===== src/inc/irq_wake_cfg.svh =====
// Constants for the interrupt enable and low-power wake block
`ifndef IRQ_WAKE_CFG_SVH
`define IRQ_WAKE_CFG_SVH
// Enable mask layout
`define MASK_W 8
`define SRC_N 6
`define MASK_GLOBAL_BIT 7
`define MASK_RSVD_BIT 6
`define MASK_T2_BIT 5
`define MASK_SER_BIT 4
`define MASK_T1_BIT 3
`define MASK_X1_BIT 2
`define MASK_T0_BIT 1
`define MASK_X0_BIT 0
`define MASK_RESET 8'h00
`define MASK_IMPL 8'hbf
// Machine cycle: six states of two phases, index (state-1)*2+(phase-1)
`define PHASE_LAST 4'hb
`define STATE5_PHASE2 4'h9
`define STATE2_PHASE2 4'h3
`define MCYC_LEN 12
`define GRACE_MCYC 2
// Wake delay from power down
`define WAKE_TIME_MS 16
`define CLK_KHZ 125000
`define WAKE_CYCLES (`WAKE_TIME_MS * `CLK_KHZ)
`define WAKE_CNT_W 22
// Host register map, byte addresses
`define AVS_ADDR_W 4
`define REG_MASK 4'h0
`define REG_CTRL 4'h4
`define REG_FLAGCLR 4'h8
`define REG_STATUS 4'hc
`define CTRL_IDLE_BIT 0
`define CTRL_PD_BIT 1
`define CTRL_LVL_LSB 2
`define STAT_IRQ_BIT 8
`define STAT_MODE_LSB 9
`define STAT_RUN_BIT 12
`define CLR_N 6
`endif


===== src/inc/irq_pkg.sv =====
// Types for the interrupt enable and low-power wake block
`include "irq_wake_cfg.svh"
package irq_pkg;
  typedef enum logic [2:0] {
    LP_RUN = 3'b000,
    LP_IDLE = 3'b001,
    LP_PDOWN = 3'b010,
    LP_PD_WAKE = 3'b011,
    LP_GRACE = 3'b100
  } lp_mode_t;

  typedef struct packed {
    lp_mode_t mode;
    logic [3:0] phase;
    logic [`WAKE_CNT_W-1:0] cnt;
    logic [`MASK_W-1:0] mask;
    logic t0p;
    logic t1p;
    logic t2p;
    logic timer0_overflow_flag;
    logic timer1_overflow_flag;
    logic timer2_overflow_flag;
    logic timer2_external_flag;
    logic x0f;
    logic x1f;
    logic pa_d;
    logic pb_d;
    logic [`SRC_N-1:0] pending;
    logic irq_req;
    logic cpu_run;
    logic osc_run;
    logic periph_run;
    logic ram_wr_block;
    logic sfr_reinit;
    logic ale;
    logic prog_strobe;
    logic port0_float;
    logic port2_addr;
    logic ports_hold;
  } dev_state_t;

  localparam dev_state_t DEV_RESET = '{mode: LP_RUN, mask: `MASK_RESET, pa_d: 1'b1, pb_d: 1'b1,
    cpu_run: 1'b1, osc_run: 1'b1, periph_run: 1'b1, ale: 1'b1, prog_strobe: 1'b1, default: '0};

  typedef struct packed {
    logic waitreq;
    logic [31:0] readdata;
    logic mask_wr;
    logic [`MASK_W-1:0] mask_wdata;
    logic idle_req;
    logic pd_req;
    logic [`CLR_N-1:0] clr;
    logic [1:0] lvl;
  } host_state_t;

  localparam host_state_t HOST_RESET = '{waitreq: 1'b1, default: '0};
endpackage


===== src/inc/irq_link_if.sv =====
// Link between the interrupt/wake device and its controlling core
`timescale 1ns/1ps
`default_nettype none
`include "irq_wake_cfg.svh"
interface irq_link_if;
  logic mask_wr;
  logic [`MASK_W-1:0] mask_wdata;
  logic idle_req;
  logic pd_req;
  logic [`CLR_N-1:0] clr;
  logic [1:0] lvl;
  logic [`MASK_W-1:0] mask_rdata;
  logic [`SRC_N-1:0] pending;
  logic irq_req;
  logic cpu_run;
  irq_pkg::lp_mode_t lp_mode;

  modport dev (input mask_wr, mask_wdata, idle_req, pd_req, clr, lvl,
    output mask_rdata, pending, irq_req, cpu_run, lp_mode);
  modport core (output mask_wr, mask_wdata, idle_req, pd_req, clr, lvl,
    input mask_rdata, pending, irq_req, cpu_run, lp_mode);
endinterface
`default_nettype wire


===== src/hdl/irq_wake_dev.sv =====
// Interrupt enable, flag timing and low-power control end
`timescale 1ns/1ps
`default_nettype none
`include "irq_wake_cfg.svh"
module irq_wake_dev #(
  parameter int WAKE_CYCLES = `WAKE_CYCLES
) (
  input wire logic sys_clk, // Core clock
  input wire logic rst, // Async reset, high
  input wire logic ce, // Clock enable
  irq_link_if.dev link, // Core side
  input wire logic ext_request_pin_a_n, // External request pin 0, async
  input wire logic ext_request_pin_b_n, // External request pin 1, async
  input wire logic reset_pin, // Hardware reset pin, async
  input wire logic timer0_ovf, // Timer 0 overflow pulse
  input wire logic timer1_ovf, // Timer 1 overflow pulse
  input wire logic timer2_ovf, // Timer 2 overflow pulse
  input wire logic timer2_ext_evt, // Timer 2 external event pulse
  input wire logic spi_req, // SPI request level
  input wire logic uart_req, // UART request level
  input wire logic ext_prog_mem, // External program memory in use
  output logic osc_run, // Oscillator running
  output logic periph_run, // Peripherals clocked
  output logic ram_wr_block, // Internal RAM writes inhibited
  output logic sfr_reinit, // Register reinitialise pulse
  output logic ale_out, // Address latch strobe
  output logic program_store_strobe, // Program store strobe
  output logic port0_float, // Port 0 released
  output logic port2_addr, // Port 2 shows address
  output logic ports_hold, // Ports hold latched data
  output var irq_pkg::lp_mode_t lp_mode // Low-power mode
);
  import irq_pkg::*;

  // Synchroniser reset: request pins idle high, reset and memory pins low
  localparam logic [3:0] SYNC_RST = 4'b0011;
  localparam logic [`WAKE_CNT_W-1:0] WAKE_END = `WAKE_CNT_W'(WAKE_CYCLES - 1);
  localparam logic [`WAKE_CNT_W-1:0] GRACE_END = `WAKE_CNT_W'(`GRACE_MCYC * `MCYC_LEN - 1);

  dev_state_t st_ff;
  dev_state_t nxt_st;
  logic [3:0] pins_s;
  logic pa;
  logic pb;
  logic rp;
  logic [`SRC_N-1:0] req;
  logic [`SRC_N-1:0] lvl_req;
  logic [`SRC_N-1:0] en;
  logic pd_wake;
  logic set0;
  logic set1;
  logic set2;
  logic low_pw;
  logic xpm;
  logic grace_done;

  // Requests gated by own enable and by the global enable
  function automatic logic [`SRC_N-1:0] enabled_req(input logic [`SRC_N-1:0] r,
                                                     input logic [`MASK_W-1:0] m);
    enabled_req = r & m[`SRC_N-1:0] & {`SRC_N{m[`MASK_GLOBAL_BIT]}};
  endfunction

  // Pins cross into the core clock
  pin_sync2 #(.W(4), .RST_VAL(SYNC_RST)) u_sync (
    .sys_clk(sys_clk),
    .rst(rst),
    .ce(ce),
    .d({ext_prog_mem, reset_pin, ext_request_pin_b_n, ext_request_pin_a_n}),
    .q(pins_s)
  );

  assign pa = pins_s[0];
  assign pb = pins_s[1];
  assign rp = pins_s[2];
  assign xpm = pins_s[3];

  // Six sources at their enable bit positions
  always_comb begin
    req = '0;
    req[`MASK_X0_BIT] = link.lvl[0] ? ~pa : st_ff.x0f;
    req[`MASK_T0_BIT] = st_ff.timer0_overflow_flag;
    req[`MASK_X1_BIT] = link.lvl[1] ? ~pb : st_ff.x1f;
    req[`MASK_T1_BIT] = st_ff.timer1_overflow_flag;
    req[`MASK_SER_BIT] = spi_req | uart_req;
    req[`MASK_T2_BIT] = st_ff.timer2_overflow_flag | st_ff.timer2_external_flag;
    lvl_req = '0;
    lvl_req[`MASK_X0_BIT] = link.lvl[0] & ~pa;
    lvl_req[`MASK_X1_BIT] = link.lvl[1] & ~pb;
  end

  assign en = enabled_req(req, st_ff.mask);
  assign pd_wake = |enabled_req(lvl_req, st_ff.mask);
  assign set0 = (st_ff.phase == `STATE5_PHASE2) & (st_ff.t0p | timer0_ovf);
  assign set1 = (st_ff.phase == `STATE5_PHASE2) & (st_ff.t1p | timer1_ovf);
  assign set2 = (st_ff.phase == `STATE2_PHASE2) & (st_ff.t2p | timer2_ovf);

  // Next state of the whole block
  always_comb begin
    nxt_st = st_ff;
    nxt_st.sfr_reinit = 1'b0;
    // Machine cycle phases stop with the peripheral clocks
    if (st_ff.mode != LP_PDOWN && st_ff.mode != LP_PD_WAKE) begin
      nxt_st.phase = (st_ff.phase == `PHASE_LAST) ? 4'h0 : 4'(st_ff.phase + 4'h1);
    end
    // Overflows wait for their set point; a set beats a clear
    nxt_st.t0p = (st_ff.t0p | timer0_ovf) & ~set0;
    nxt_st.t1p = (st_ff.t1p | timer1_ovf) & ~set1;
    nxt_st.t2p = (st_ff.t2p | timer2_ovf) & ~set2;
    nxt_st.timer0_overflow_flag = (st_ff.timer0_overflow_flag & ~link.clr[0]) | set0;
    nxt_st.timer1_overflow_flag = (st_ff.timer1_overflow_flag & ~link.clr[1]) | set1;
    nxt_st.timer2_overflow_flag = (st_ff.timer2_overflow_flag & ~link.clr[2]) | set2;
    nxt_st.timer2_external_flag = (st_ff.timer2_external_flag & ~link.clr[3]) | timer2_ext_evt;
    // Falling pin edges latch in edge mode
    nxt_st.pa_d = pa;
    nxt_st.pb_d = pb;
    nxt_st.x0f = (st_ff.x0f & ~link.clr[4]) | (~link.lvl[0] & st_ff.pa_d & ~pa);
    nxt_st.x1f = (st_ff.x1f & ~link.clr[5]) | (~link.lvl[1] & st_ff.pb_d & ~pb);
    // Poll point: timer 0/1 set here is seen one machine cycle later
    if (st_ff.phase == `STATE5_PHASE2) begin
      nxt_st.pending = en;
      nxt_st.irq_req = |en;
    end
    // Mask writes; the reserved bit is never stored
    if (link.mask_wr) begin
      nxt_st.mask = link.mask_wdata & `MASK_IMPL;
    end
    // Low-power mode transitions
    unique case (st_ff.mode)
      LP_RUN: begin
        if (link.pd_req) begin
          nxt_st.mode = LP_PDOWN;
        end else if (link.idle_req) begin
          nxt_st.mode = LP_IDLE;
        end
      end
      LP_IDLE: begin
        if (rp) begin
          nxt_st.mode = LP_GRACE;
          nxt_st.cnt = '0;
        end else if (|en) begin
          nxt_st.mode = LP_RUN;
        end
      end
      LP_PDOWN: begin
        if (!rp && pd_wake) begin
          nxt_st.mode = LP_PD_WAKE;
          nxt_st.cnt = '0;
        end
      end
      LP_PD_WAKE: begin
        nxt_st.cnt = `WAKE_CNT_W'(st_ff.cnt + 1'b1);
        if (st_ff.cnt == WAKE_END) begin
          nxt_st.mode = LP_RUN;
        end
      end
      LP_GRACE: begin
        nxt_st.cnt = `WAKE_CNT_W'(st_ff.cnt + 1'b1);
      end
      default: begin
        nxt_st.mode = LP_RUN;
      end
    endcase
    // Grace ends in the internal reset even if the pin has gone low
    grace_done = (st_ff.mode == LP_GRACE) && (st_ff.cnt == GRACE_END);
    // Reset pin reinitialises registers; RAM is outside and untouched
    if ((rp && (st_ff.mode != LP_IDLE) && (st_ff.mode != LP_GRACE)) || grace_done) begin
      nxt_st = DEV_RESET;
      nxt_st.sfr_reinit = 1'b1;
    end
    // Pin and clock states follow the next mode
    low_pw = (nxt_st.mode == LP_IDLE) | (nxt_st.mode == LP_PDOWN) | (nxt_st.mode == LP_PD_WAKE);
    nxt_st.cpu_run = (nxt_st.mode == LP_RUN) | (nxt_st.mode == LP_GRACE);
    nxt_st.periph_run = (nxt_st.mode != LP_PDOWN) & (nxt_st.mode != LP_PD_WAKE);
    nxt_st.osc_run = nxt_st.mode != LP_PDOWN;
    nxt_st.ram_wr_block = nxt_st.mode == LP_GRACE;
    nxt_st.ports_hold = low_pw;
    nxt_st.ale = (nxt_st.mode == LP_IDLE) | (!low_pw && (nxt_st.phase[2:1] == 2'b00));
    nxt_st.prog_strobe = (nxt_st.mode == LP_IDLE) | (!low_pw && !(xpm && nxt_st.phase[0]));
    nxt_st.port0_float = low_pw & xpm;
    nxt_st.port2_addr = (nxt_st.mode == LP_IDLE) & xpm;
  end

  // State register; Idle only freezes the core, not this block
  always_ff @(posedge sys_clk or posedge rst) begin
    if (rst) begin
      st_ff <= DEV_RESET;
    end else if (ce) begin
      st_ff <= nxt_st;
    end
  end

  // Outputs straight from state
  assign link.mask_rdata = st_ff.mask;
  assign link.pending = st_ff.pending;
  assign link.irq_req = st_ff.irq_req;
  assign link.cpu_run = st_ff.cpu_run;
  assign link.lp_mode = st_ff.mode;
  assign lp_mode = st_ff.mode;
  assign osc_run = st_ff.osc_run;
  assign periph_run = st_ff.periph_run;
  assign ram_wr_block = st_ff.ram_wr_block;
  assign sfr_reinit = st_ff.sfr_reinit;
  assign ale_out = st_ff.ale;
  assign program_store_strobe = st_ff.prog_strobe;
  assign port0_float = st_ff.port0_float;
  assign port2_addr = st_ff.port2_addr;
  assign ports_hold = st_ff.ports_hold;
endmodule
`default_nettype wire


===== src/hdl/pin_sync2.sv =====
// Two-flop synchroniser for asynchronous pins
`timescale 1ns/1ps
`default_nettype none
module pin_sync2 #(
  parameter int W = 1,
  parameter logic [W-1:0] RST_VAL = '0
) (
  input wire logic sys_clk, // Core clock
  input wire logic rst, // Async reset, high
  input wire logic ce, // Clock enable
  input wire logic [W-1:0] d, // Raw pins
  output logic [W-1:0] q // Synchronised pins
);
  typedef struct packed {
    logic [W-1:0] s1;
    logic [W-1:0] s2;
  } sync_state_t;

  sync_state_t st_ff;
  sync_state_t nxt_st;

  // Shift stages
  always_comb begin
    nxt_st.s1 = d;
    nxt_st.s2 = st_ff.s1;
  end

  // Stage registers
  always_ff @(posedge sys_clk or posedge rst) begin
    if (rst) begin
      st_ff <= '{s1: RST_VAL, s2: RST_VAL};
    end else if (ce) begin
      st_ff <= nxt_st;
    end
  end

  assign q = st_ff.s2;
endmodule
`default_nettype wire


===== src/flat_wrapper.sv =====
// flat-port wrapper written by rule: the top's interface ports become plain ports
module irq_wake_dev_flat import irq_pkg::*;
#(
  parameter int WAKE_CYCLES = `WAKE_CYCLES
)
  (sys_clk, rst, ce, ext_request_pin_a_n, ext_request_pin_b_n, reset_pin, timer0_ovf, timer1_ovf, timer2_ovf, timer2_ext_evt, spi_req, uart_req, ext_prog_mem, osc_run, periph_run, ram_wr_block, sfr_reinit, ale_out, program_store_strobe, port0_float, port2_addr, ports_hold, lp_mode, link_mask_wr, link_mask_wdata, link_idle_req, link_pd_req, link_clr, link_lvl, link_mask_rdata, link_pending, link_irq_req, link_cpu_run, link_lp_mode);
  irq_link_if link_i ();
  input wire logic sys_clk;
  input wire logic rst;
  input wire logic ce;
  input wire logic ext_request_pin_a_n;
  input wire logic ext_request_pin_b_n;
  input wire logic reset_pin;
  input wire logic timer0_ovf;
  input wire logic timer1_ovf;
  input wire logic timer2_ovf;
  input wire logic timer2_ext_evt;
  input wire logic spi_req;
  input wire logic uart_req;
  input wire logic ext_prog_mem;
  output logic osc_run;
  output logic periph_run;
  output logic ram_wr_block;
  output logic sfr_reinit;
  output logic ale_out;
  output logic program_store_strobe;
  output logic port0_float;
  output logic port2_addr;
  output logic ports_hold;
  output var irq_pkg::lp_mode_t lp_mode;
  input wire logic [$bits(link_i.mask_wr)-1:0] link_mask_wr;
  input wire logic [$bits(link_i.mask_wdata)-1:0] link_mask_wdata;
  input wire logic [$bits(link_i.idle_req)-1:0] link_idle_req;
  input wire logic [$bits(link_i.pd_req)-1:0] link_pd_req;
  input wire logic [$bits(link_i.clr)-1:0] link_clr;
  input wire logic [$bits(link_i.lvl)-1:0] link_lvl;
  output wire logic [$bits(link_i.mask_rdata)-1:0] link_mask_rdata;
  output wire logic [$bits(link_i.pending)-1:0] link_pending;
  output wire logic [$bits(link_i.irq_req)-1:0] link_irq_req;
  output wire logic [$bits(link_i.cpu_run)-1:0] link_cpu_run;
  output wire logic [$bits(link_i.lp_mode)-1:0] link_lp_mode;
  assign link_i.mask_wr = link_mask_wr;
  assign link_i.mask_wdata = link_mask_wdata;
  assign link_i.idle_req = link_idle_req;
  assign link_i.pd_req = link_pd_req;
  assign link_i.clr = link_clr;
  assign link_i.lvl = link_lvl;
  assign link_mask_rdata = link_i.mask_rdata;
  assign link_pending = link_i.pending;
  assign link_irq_req = link_i.irq_req;
  assign link_cpu_run = link_i.cpu_run;
  assign link_lp_mode = link_i.lp_mode;
  irq_wake_dev #(.WAKE_CYCLES(WAKE_CYCLES)) u_core (.sys_clk(sys_clk), .rst(rst), .ce(ce), .link(link_i), .ext_request_pin_a_n(ext_request_pin_a_n), .ext_request_pin_b_n(ext_request_pin_b_n), .reset_pin(reset_pin), .timer0_ovf(timer0_ovf), .timer1_ovf(timer1_ovf), .timer2_ovf(timer2_ovf), .timer2_ext_evt(timer2_ext_evt), .spi_req(spi_req), .uart_req(uart_req), .ext_prog_mem(ext_prog_mem), .osc_run(osc_run), .periph_run(periph_run), .ram_wr_block(ram_wr_block), .sfr_reinit(sfr_reinit), .ale_out(ale_out), .program_store_strobe(program_store_strobe), .port0_float(port0_float), .port2_addr(port2_addr), .ports_hold(ports_hold), .lp_mode(lp_mode));
endmodule

===== config.mk =====
export PLATFORM = sky130hd
export DESIGN_NAME = irq_wake_dev_flat
export DESIGN_NICKNAME = d
export VERILOG_FILES = /design/src/inc/irq_pkg.sv /design/src/inc/irq_link_if.sv /design/src/hdl/irq_wake_dev.sv /design/src/hdl/pin_sync2.sv /design/src/flat_wrapper.sv
export VERILOG_INCLUDE_DIRS = /design/src /design/src/inc
export SDC_FILE = /design/constraint.sdc
export NUM_CORES = 1
export LEC_CHECK = 0
export BUFFER_PORTS_ARGS = -buffer_cell sky130_fd_sc_hd__buf_4
export CORE_ASPECT_RATIO = 0.5
export CORE_MARGIN = 3
export CORE_UTILIZATION = 30
export DETAILED_ROUTE_END_ITERATION = 12
export RECOVER_POWER = 100
export SYNTH_ARGS = -nofsm -noshare
export SYNTH_HDL_FRONTEND = slang
export SYNTH_SLANG_ARGS = --single-unit

===== constraint.sdc =====
create_clock -name sys_clk -period 5.9 [get_ports sys_clk]
set_clock_uncertainty 0.05 [all_clocks]
set_input_delay 0.295 -clock sys_clk [delete_from_list [all_inputs] [get_ports sys_clk]]
set_output_delay 0.295 -clock sys_clk [all_outputs]
set_load 0.005 [all_outputs]

==> results of run 1 <==
==> power by group through the flow <==
stage / sequential (W) / combinational (W) / clock (W)
5_1_grt: 0.000684 / 0.000460 / 0.000577
3_3_place_gp: 0.000683 / 0.000419 / 0
2_1_floorplan: 0.000648 / 0.000322 / 0
3_5_place_dp: 0.000685 / 0.000426 / 0
6_report: 0.000669 / 0.000407 / 0.000534
4_1_cts: 0.000678 / 0.000427 / 0.000553
==> synthesized netlist by cell type, types with 2 or more instances <==
cell type  number  area [um2]
a21oi_1        14        70.1
o31ai_1        12        90.1
buf_2           4        20.0
nand4_1         5        31.3
a21o_1          2        15.0
nand2b_1        2        12.5
nand3_1        11        55.1
inv_1           9        33.8
nor2b_1         7        43.8
and3_1          7        43.8
a32o_1          2        20.0
nand2_1        43         161
clkbuf_1        6        22.5
o22a_1          2        17.5
nand3b_1        5        37.5
a31oi_1         7        43.8
nor4_2          3        37.5
o21ai_2         2        17.5
a41oi_1         3        26.3
buf_4          24         180
o21ai_1         4        20.0
nor4_1          2        12.5
or2_2           2        12.5
o41ai_1         3        26.3
ha_1            3        37.5
dfrtp_1        61        1530
nor3_1          2        10.0
mux2_2          8        90.1
dfstp_2        11         289
a22o_1          8        70.1
o211ai_1        3        22.5
nor2_1         33         124
o2bb2ai_1       3        26.3
and4_1          2        17.5
o21ai_0        54         270
==> critical path, delay by kind of cell <==
kind / cells / cell delay (ns)
buffers and inverters: 2 / 1.94
and+or+nand+nor: 2 / 1.23
AOI/OAI and AO/OA: 1 / 0.31
==> cell families after synthesis <==
kind of cell    count (synthesis)
xor+xnor                        1
mux                             8
buf+inv                        46
compound gates                130
simple gates                  134
other cells                     1
flops                          72
fa+ha+maj                       3
==> routing by layer <==
layer | vias to the layer above | global-route usage [%]
met5 | - | 0
met4 | 0 | 2.51
met3 | 2 | 4.97
met2 | 44 | 21.2
met1 | 1481 | 18.7
li1 | 1503 | -
==> per-stage QoR <==
stage	cells	utilization, %	hold WS (ns)
final	603	37.1	0.141
after global routing	603	37.1	0.132
after CTS	603	37.5	0.125
after detailed placement	587	35.0	0.424
after global placement	587	35.0	0.416
after floorplan	395	-	0.385
==> layout make-up <==
cell class | instances | share of cell area (%)
multi-input combinational | 277 | 37.0
tap | 165 | 4.62
clock inverter | 5 | 1.26
timing repair buffer | 63 | 10.2
inverter | 10 | 0.839
clock buffer | 11 | 5.43
sequential | 72 | 40.6
==> state kept, by name, indices dropped and copies added, names as in the netlist, 2 cells and up <==
register / cells
u_core.link.lp_mode: 3
u_core.link.mask_rdata: 7
u_core.link.pending: 6
u_core.req: 2
u_core.st_ff: 35
u_core.u_sync.nxt_st: 4
u_core.u_sync.q: 4
==> final timing paths <==
kind | startpoint | end | slack, ns | cells past startpoint
max | ce | u_core.st_ff[41]$_DFFE_PP0P_ | 2.29 | 5
min | link_mask_wdata[4] | u_core.link.mask_rdata[4]$_DFFE_PP0P_ | 0.14 | 2
max reg2reg | u_core.link.lp_mode[2]$_DFFE_PP0P_ | u_core.link.mask_rdata[1]$_DFFE_PP0P_ | 2.87 | 6
min reg2reg | u_core.link.pending[4]$_DFFE_PP0P_ | u_core.link.pending[4]$_DFFE_PP0P_ | 0.43 | 2
max in group asynchronous | rst | u_core.st_ff[52]$_DFFE_PP0P_ | 5.01 | 3
min in group asynchronous | rst | u_core.u_sync.nxt_st[2]$_DFFE_PP0P_ | 0.21 | 3
==> qor.yml, run 1 <==
run_status:
  outcome: "finished with violations"
  violations: "max-capacitance violations, max-slew violations"
final_layout:
  multi_input_area_mm2: 0.00166
  layout_common_cells: "61 x dfrtp_1, 57 x o21ai_0, 43 x nand2_1"
  drive_gt1_share_pct: 22.1
  nets: 468
  ff_latch_area_mm2: 0.00182
  final_common_cell: "dfrtp_1"
  syn_to_final_growth_pct: 18.3
  antennaDiodeCount: 0
  final_cell_area_mm2: 0.00447
  fill_cells: 1216
global_route:
  grt_pass1_vias: 2935
  grt_usage_pct: 13.7
  antenna_found_initial: 0
  grt_pass1_wl_um: 15300
  grt_max_degree: 73
  grt_remaining_overflow: 0
synth:
  synthMuxAreaShare_pct: 2.38
  synth_async_sr_flop_share_pct: 100
  ys_warn_count: 0
  syn_area_mm2: 0.00378
  ys_ff_latch: 72
  syn_nets: 430
  synth_area_per_cell_um2: 9.58
  synth_compound_area_share_pct: 22.5
  synthCells: 395
  synth-xor-area-share_pct: 0.232
  synth_top_family_by_area: "compound AO/OA/AOI/OAI gates"
  synth_fa_ha_area_share_pct: 0.992
  synth.distinct_cells: 61
  synth_simple_gate_area_share_pct: 18.5
  yosysSeqAreaShare_pct: 48.0
  ys.flop_type: "dfrtp_1"
  synth-edff-count: 0
hold_path:
  holdCritPathClass: "in2reg"
placement:
  port_buffers: 60
  dpl.hpwl_um: 6360
  place_area_mm2: 0.00422
  place_ws_ns: 3.34
  gp_congestion: 0.767
power:
  power_frac_comb_pct: 25.3
  clkPwrFrac_pct: 33.2
  p_sw_share_pct: 31.1
  power_leakage_nw: 1.90
  p_per_area_mw_per_mm2: 360
  p_int_w: 0.00111
  pwr-share-seq_pct: 41.6
  p_total_w: 0.00161
  ir_drop_mv: 0.149
  switching_power_w: 0.000502
clock_tree:
  clockBufferDepth: 2
  clock-sinks: 72
  cts_buffers: 9
  cts_tree: "yes"
  cts.htree.levels: 3
  root_buffer: "clkbuf_16"
  clk_latency_ns: 0.33
  postCtsHoldBufs: 0
  clk_pin_slew_ns: 0.05
  postCtsSetupBuffers: 0
  postCtsResizedCells: 0
floorplan:
  die_area_mm2: 0.0141
  start_util_pct: 31.4
  core_mm2: 0.0121
  die_w_um: 165
  rows: 28
  die_h_um: 85.4
  ios: 63
setup_path:
  worstSetupPathType: "in2reg"
  worstPathCellList: "clkbuf_1, clkinv_1, nor2_1, nand2_1, o31ai_1"
  worst_path_largest_cell_delay_ns: 1.19
  critical_path.startpoint_type: "input port"
  required_ns: 6.08
  critical_path.endpoint_type: "flop"
  cp.arrival_ns: 3.80
  crit_fanout: 38
  cp_slowest_cell: "clkbuf_1"
timing:
  timing.final.crit_share_pct: 61.2
  fin_ws_ns: 2.29
  tightest_slew_ns: 1.69
  hold_violations: 0
  slew_viol_final: 39
  setup_viol: 0
  rsz0062_at_grt: "false"
  max_freq_mhz: 277
  slew_headroom_pct: -12.8
  min_period_ns: 3.61
  finalSetupTns_ns: 0
drt:
  drt_iter0_drc: 238
  dr_wl_met3_um: 356
  viasPerCell: 5.02
  num_vias: 3030
  routedWlPerCell_um: 15.1
  wl_met2_um: 4120
  drt_pass1_iterations: 4
  drt-met1-wl_um: 4600
  drc: 0
  ant_nets: 0
  highest_layer: "met4"
  drt-total-wl_um: 9120
job:
  drv_cap: 1
(Power assumes the default switching activity.)
==> run 2, diff against run 1 <==
==> constraint.sdc (replaced) <==
create_clock -name sys_clk -period 3.2 [get_ports sys_clk]
set_clock_uncertainty 0.05 [all_clocks]
set_input_delay 0.16 -clock sys_clk [delete_from_list [all_inputs] [get_ports sys_clk]]
set_output_delay 0.16 -clock sys_clk [all_outputs]
set_load 0.005 [all_outputs]
==> run 2 against run 1 <==
Effect of this change: the run now ends clean; combinational power grew 89%; worst hold slack got worse by 0.12 ns; final cell count grew 2.8%; clock power increased by 89%; worst setup slack got worse by 1.6 ns; first-iteration DRC count is 4.6% lower; via count is 2.6% higher; non-clock buffer count increased by 17; largest power group unchanged.
==> qor.yml, run 2 (synthesized netlist as in run 1, its figures left out) <==
floorplan:
  die_area_mm2: 0.0141  # unchanged
  ios: 63  # unchanged
  die_h_um: 85.4  # unchanged
  die_w_um: 165  # unchanged
  core_mm2: 0.0121  # unchanged
  rows: 28  # unchanged
  start_util_pct: 31.4  # unchanged
placement:
  dpl.cell_count: 591  # +0.68%
  port_buffers: 60  # unchanged
  dpl.hpwl_um: 6610  # +3.9%
  gp_congestion: 0.801  # +4.4%
  place_area_mm2: 0.00425  # +0.71%
clock_tree:
  clk_pin_slew_ns: 0.06  # about the same
  cts_tree: "yes"
  root_buffer: "clkbuf_16"
  clock-sinks: 72  # unchanged
  cts.htree.levels: 3  # unchanged
  clockBufferDepth: 2  # unchanged
  cts_buffers: 9  # unchanged
  clk_latency_ns: 0.34  # about the same
  postCtsSetupBuffers: 0  # unchanged
setup_path:
  cp_slowest_cell: "dfrtp_1"
  worstSetupPathType: "reg2reg"
  crit_fanout: 14  # -63%
  critical_path.startpoint_type: "flop"
  path_delay_family: "simple AND/OR/NAND/NOR gates"
  worstPathCellList: "nor3b_1, nand4_1, o211ai_2, nor2b_2, a41oi_1, a21oi_1"
  required_ns: 3.36  # -2.72 ns
  cp.arrival_ns: 2.68  # -1.12 ns
  crit_buf_inv: 0  # -2
  critical_path.endpoint_type: "flop"
  worst_path_largest_cell_delay_ns: 0.59  # -0.60 ns
final_layout:
  final_cells: 620  # +2.8%
  regMostFlops: "u_core.st_ff"
  nets: 485  # +3.6%
  syn_to_final_growth_pct: 22.6
  layout_common_cells: "61 x dfrtp_1, 56 x o21ai_0, 43 x nand2_1"
  final_common_cell: "dfrtp_1"
  drive_gt1_share_pct: 22.6  # +0.49 points
  final_cell_area_mm2: 0.00464  # +3.7%
  largest_reg_flops: 35  # unchanged
  antennaDiodeCount: 0  # unchanged
job:
  drv_cap: 0  # -1
global_route:
  grtUsageMet1_pct: 19.3  # +0.59 points
  use_met2_pct: 22.5  # +1.3 points
  grt_usage_pct: 14.4  # +0.65 points
  antenna_found_initial: 0  # unchanged
  grt_max_degree: 39  # -47%
  grt_remaining_overflow: 0  # unchanged
  grt_pass1_vias: 3067  # +4.5%
  met3_usage_pct: 4.34  # -0.63 points
  grt_pass1_wl_um: 16000  # +4.6%
  grt-busiest-layer: "met2"
timing:
  slew_headroom_pct: 17.2  # +30 points
  hold_violations: 0  # unchanged
  setup_viol: 0  # unchanged
  slew_viol_final: 0  # -100%
  tightest_slew_ns: 1.24  # -0.450 ns
  rsz0062_at_grt: "false"
  timing.final.crit_share_pct: 78.6
  min_period_ns: 2.52
  max_freq_mhz: 397
  finalSetupTns_ns: 0  # unchanged
drt:
  drt-total-wl_um: 9440  # +3.6%
  drc: 0  # unchanged
  ant_nets: 0  # unchanged
  routedWlPerCell_um: 15.2  # +0.71%
  drt_iter0_drc: 227  # -4.6%
  drt_pass1_iterations: 4  # unchanged
  viasPerCell: 5.01  # -0.21%
  num_vias: 3109  # +2.6%
run_status:
  outcome: "complete, no violations"
power:
  ir_drop_mv: 0.297  # +99%
  power_leakage_nw: 1.98  # +4.4%
  p_per_area_mw_per_mm2: 649  # +80%
hold_path:
  holdCritPathClass: "in2reg"
run 2: area by class of cell:
| cell class | count | area [um2] |
|---|---|---|
| fillers | 1245 | 7410 |
| flip-flops and latches | 72 | 1820 |
| multi-input cells | 277 | 1650 |
| repair buffers | 80 | 626 |
| clock buffers | 11 | 243 |
| well taps | 165 | 206 |
| clock inverters | 5 | 56.3 |
| inverters | 10 | 37.5 |
run 2: worst paths after layout:
path	to	startpoint	depth (start not counted)	slack (ns)
min in group asynchronous	u_core.st_ff[36]$_DFFE_PP0P_	rst	3	0.54
worst max-delay path	u_core.st_ff[51]$_DFFE_PP0P_	u_core.link.lp_mode[2]$_DFFE_PP0P_	6	0.68
worst min-delay path	u_core.st_ff[27]$_DFFE_PP0P_	timer0_ovf	3	0.02
max in group asynchronous	u_core.link.pending[2]$_DFFE_PP0P_	rst	4	0.93
worst min register to register	u_core.link.pending[4]$_DFFE_PP0P_	u_core.link.pending[4]$_DFFE_PP0P_	2	0.43
worst max register to register	u_core.st_ff[51]$_DFFE_PP0P_	u_core.link.lp_mode[2]$_DFFE_PP0P_	6	0.68
run 2: worst reg2reg max path, stage by stage, from the launching register on:
cell and delay [ns]:
dfrtp_1 0.59, nor3b_1 0.39, nand4_1 0.26, o211ai_2 0.50, nor2b_2 0.26, a41oi_1 0.27, a21oi_1 0.06
run 2: routing by layer:
layer	up-vias	part of all wire (%)
met5	-	0
met4	0	1.2
met3	11	4.6
met2	48	46
met1	1517	48
li1	1533	-
run 2: stage by stage:
step                      power [W]  utilization [%]  hold slack (ns)  setup WS (ns)
after floorplan             0.00179                -            0.250           1.18
after CTS                   0.00308             38.9           0.0154          0.857
after global placement      0.00204             35.3            0.177          0.958
after detailed placement    0.00205             35.3            0.181          0.905
final                       0.00301             38.5           0.0219          0.684
after global routing        0.00319             38.5           0.0507          0.413
run 2: report_power, final:
group | internal, W | switching, W | leakage [nW]
logic | 0.000363 | 0.000406 | 0.905
registers | 0.00108 | 0.000156 | 0.930
clock network | 0.000623 | 0.000383 | 0.145
total | 0.00206 | 0.000944 | 1.98
run 2: timing repair:
action                                 4_1_cts  5_1_grt
gates resized for setup                      0        0
setup endpoints to repair                    0        0
endpoints found under the hold margin       33        0
hold buffers                                13        0
==> run 3, diff against run 2 <==
==> constraint.sdc (replaced) <==
create_clock -name sys_clk -period 2.54 [get_ports sys_clk]
set_clock_uncertainty 0.05 [all_clocks]
set_input_delay 0.127 -clock sys_clk [delete_from_list [all_inputs] [get_ports sys_clk]]
set_output_delay 0.127 -clock sys_clk [all_outputs]
set_load 0.005 [all_outputs]
==> run 3 against run 2 <==
Effect of this change: critical path depth did not move; non-clock buffer count up 4; core utilization grew 0.73 points; register-to-register slack worse by 0.44 ns; sequential power grew 26%; global-route usage decreased by 0.26 points; worst hold slack hardly changed; clock-buffer cell count up 1; fmax rose by 9.7%; final cell count is 0.65% higher; die area stayed put; critical path type unchanged; largest power group unchanged.
==> qor.yml, run 3 (synthesized netlist as in run 1, its figures left out) <==
placement:
  dpl.hpwl_um: 6580  # -0.42%
  port_buffers: 60  # unchanged
  gp_congestion: 0.817  # +2.1%
setup_path:
  worstSetupPathType: "reg2reg"
  reg2reg_from: "u_core.link.lp_mode[1]$_DFFE_PP0P_"
  critical_path.endpoint_type: "flop"
  required_ns: 2.70  # -0.66 ns
  reg2reg_to: "u_core.st_ff[51]$_DFFE_PP0P_"
  crit_start: "u_core.link.lp_mode[1]$_DFFE_PP0P_"
  critical_path.startpoint_type: "flop"
  ff2ff_setup_slack_ns: 0.25  # -0.44 ns
  r2r_cells: 6  # unchanged
  crit_end: "u_core.st_ff[51]$_DFFE_PP0P_"
  cp.arrival_ns: 2.46  # -0.22 ns
  crit_fanout: 14  # unchanged
clock_tree:
  clk_pin_slew_ns: 0.06  # about the same
  cts_tree: "yes"
  postCtsSetupBuffers: 0  # unchanged
  root_buffer: "clkbuf_16"
  clock-sinks: 72  # unchanged
  cts_buffers: 9  # unchanged
  cts.htree.levels: 3  # unchanged
  clk_latency_ns: 0.34  # about the same
  clockBufferDepth: 2  # unchanged
timing:
  timing.final.crit_share_pct: 90.3  # +12 points
  rsz0062_at_grt: "false"
  hold_violations: 0  # unchanged
  worst_hold_slack_ns: 0.0217  # -0.000214 ns
  tightest_slew_ns: 0.978  # -0.264 ns
  min_period_ns: 2.29  # -0.222 ns
  setup_viol: 0  # unchanged
  finalSetupTns_ns: 0  # unchanged
  slew_headroom_pct: 34.8  # +18 points
  slew_viol_final: 0  # unchanged
  max_freq_mhz: 436  # +9.7%
floorplan:
  ios: 63  # unchanged
  die_area_mm2: 0.0141  # unchanged
  die_w_um: 165  # unchanged
  rows: 28  # unchanged
  core_mm2: 0.0121  # unchanged
  start_util_pct: 31.4  # unchanged
  die_h_um: 85.4  # unchanged
power:
  switching_power_w: 0.00120  # +27%
  p_sw_share_pct: 30.1  # -1.3 points
  p_int_w: 0.00278  # +35%
  p_per_area_mw_per_mm2: 841  # +30%
  ir_drop_mv: 0.380  # +28%
  p_total_w: 0.00397  # +32%
  clkPwrFrac_pct: 35.6  # +2.2 points
  power_frac_comb_pct: 25.4  # -0.2 points
  power_leakage_nw: 2.01  # +1.3%
  pwr-share-seq_pct: 39.0  # -2.0 points
final_layout:
  layout_common_cells: "61 x dfrtp_1, 56 x o21ai_0, 43 x nand2_1"
  regMostFlops: "u_core.st_ff"
  ff_latch_area_mm2: 0.00182  # unchanged
  largest_reg_flops: 35  # unchanged
  antennaDiodeCount: 0  # unchanged
  multi_input_area_mm2: 0.00169  # +2.0%
  drive_gt1_share_pct: 23.3  # +0.67 points
  fill_cells: 1199  # -3.7%
  final_common_cell: "dfrtp_1"
  nets: 489  # +0.82%
  syn_to_final_growth_pct: 24.9
global_route:
  grt_usage_pct: 14.1  # -0.26 points
  grt_remaining_overflow: 0  # unchanged
  grt_pass1_wl_um: 15800  # -1.1%
  grt_max_degree: 28  # -28%
  antenna_found_initial: 0  # unchanged
  grt_pass1_vias: 3095  # +0.91%
hold_path:
  whs_path_depth: 3  # unchanged
  holdCritPathClass: "in2reg"
job:
  drv_cap: 0  # unchanged
run_status:
  outcome: "complete, no violations"
drt:
  drt-total-wl_um: 9230  # -2.3%
  viasPerCell: 5.10  # +1.8%
  drt_pass1_iterations: 4  # unchanged
  num_vias: 3184  # +2.4%
  drt_iter0_drc: 184  # -19%
  drc: 0  # unchanged
  ant_nets: 0  # unchanged
  routedWlPerCell_um: 14.8  # -2.9%
==> run 3: cell count changes in the layout (fill, tap and decap cells not counted), sizes merged <==
| cell | before | now |
|---|---|---|
| dlygate4sd3 | 13 | 14 |
| buf | 36 | 37 |
| clkbuf | 42 | 45 |
| clkinv | 4 | 1 |
| bufinv | 1 | 2 |
| clkinvlp | 1 | 2 |
==> run 3: final cells by class <==
type                    instances  share of cell area (%)
inverters                      10                   0.794
clock buffers                  12                    5.64
well taps                     165                    4.37
clock inverters                 4                    1.59
repair buffers                 84                    13.5
multi-input cells             277                    35.7
flip-flops and latches         72                    38.4
==> run 3: power by group through the flow <==
stage	logic, W	clock network (W)	registers (W)
finish	0.00101	0.00141	0.00155
global route	0.00114	0.00149	0.00158
CTS	0.00104	0.00145	0.00156
detailed placement	0.00102	0	0.00158
global placement	0.00101	0	0.00158
floorplan	0.000748	0	0.00151
==> run 3: worst min-delay path by stage <==
stage,startpoint,end
after global placement,rst,u_core.st_ff[50]$_DFFE_PP0P_
after CTS,timer1_ovf,u_core.st_ff[26]$_DFFE_PP0P_
after floorplan,link_mask_wdata[0],u_core.link.mask_rdata[0]$_DFFE_PP0P_
after global routing,timer1_ovf,u_core.st_ff[26]$_DFFE_PP0P_
after detailed placement,rst,u_core.st_ff[48]$_DFFE_PP0P_
final,timer1_ovf,u_core.st_ff[26]$_DFFE_PP0P_
==> run 3: worst max-delay path, stage by stage, from the launching register on <==
cell and delay, ns:
dfrtp_1 0.55, nor3b_4 0.30, nand4_1 0.26, o211ai_2 0.53, nor2b_4 0.18, a41oi_1 0.24, a21oi_1 0.06
==> run 3: per-stage QoR <==
stage               util, %  cell area [um2]  std cells  setup WS (ns)
floorplan                 -             3780        395          0.556
global placement       35.5             4280        594          0.351
detailed placement     35.5             4280        594          0.312
CTS                    39.5             4760        624          0.313
global route           39.2             4720        624         0.0801
finish                 39.2             4720        624          0.245
==> run 3: metal layers <==
metal  global-route usage (%)  vias up  wire [um]
met5                        0        -          0
met4                     4.79        0        131
met3                     3.56       11        365
met2                     21.9       57       4090
met1                     19.2     1571       4640
li1                         -     1545          -
==> run 3: what timing repair did <==
| action | 4_1_cts | 5_1_grt |
|---|---|---|
| endpoints found under the hold margin | 30 | 0 |
| resized for setup | 0 | 0 |
| hold buffers | 14 | 0 |
| endpoints found under the setup margin | 0 | 0 |
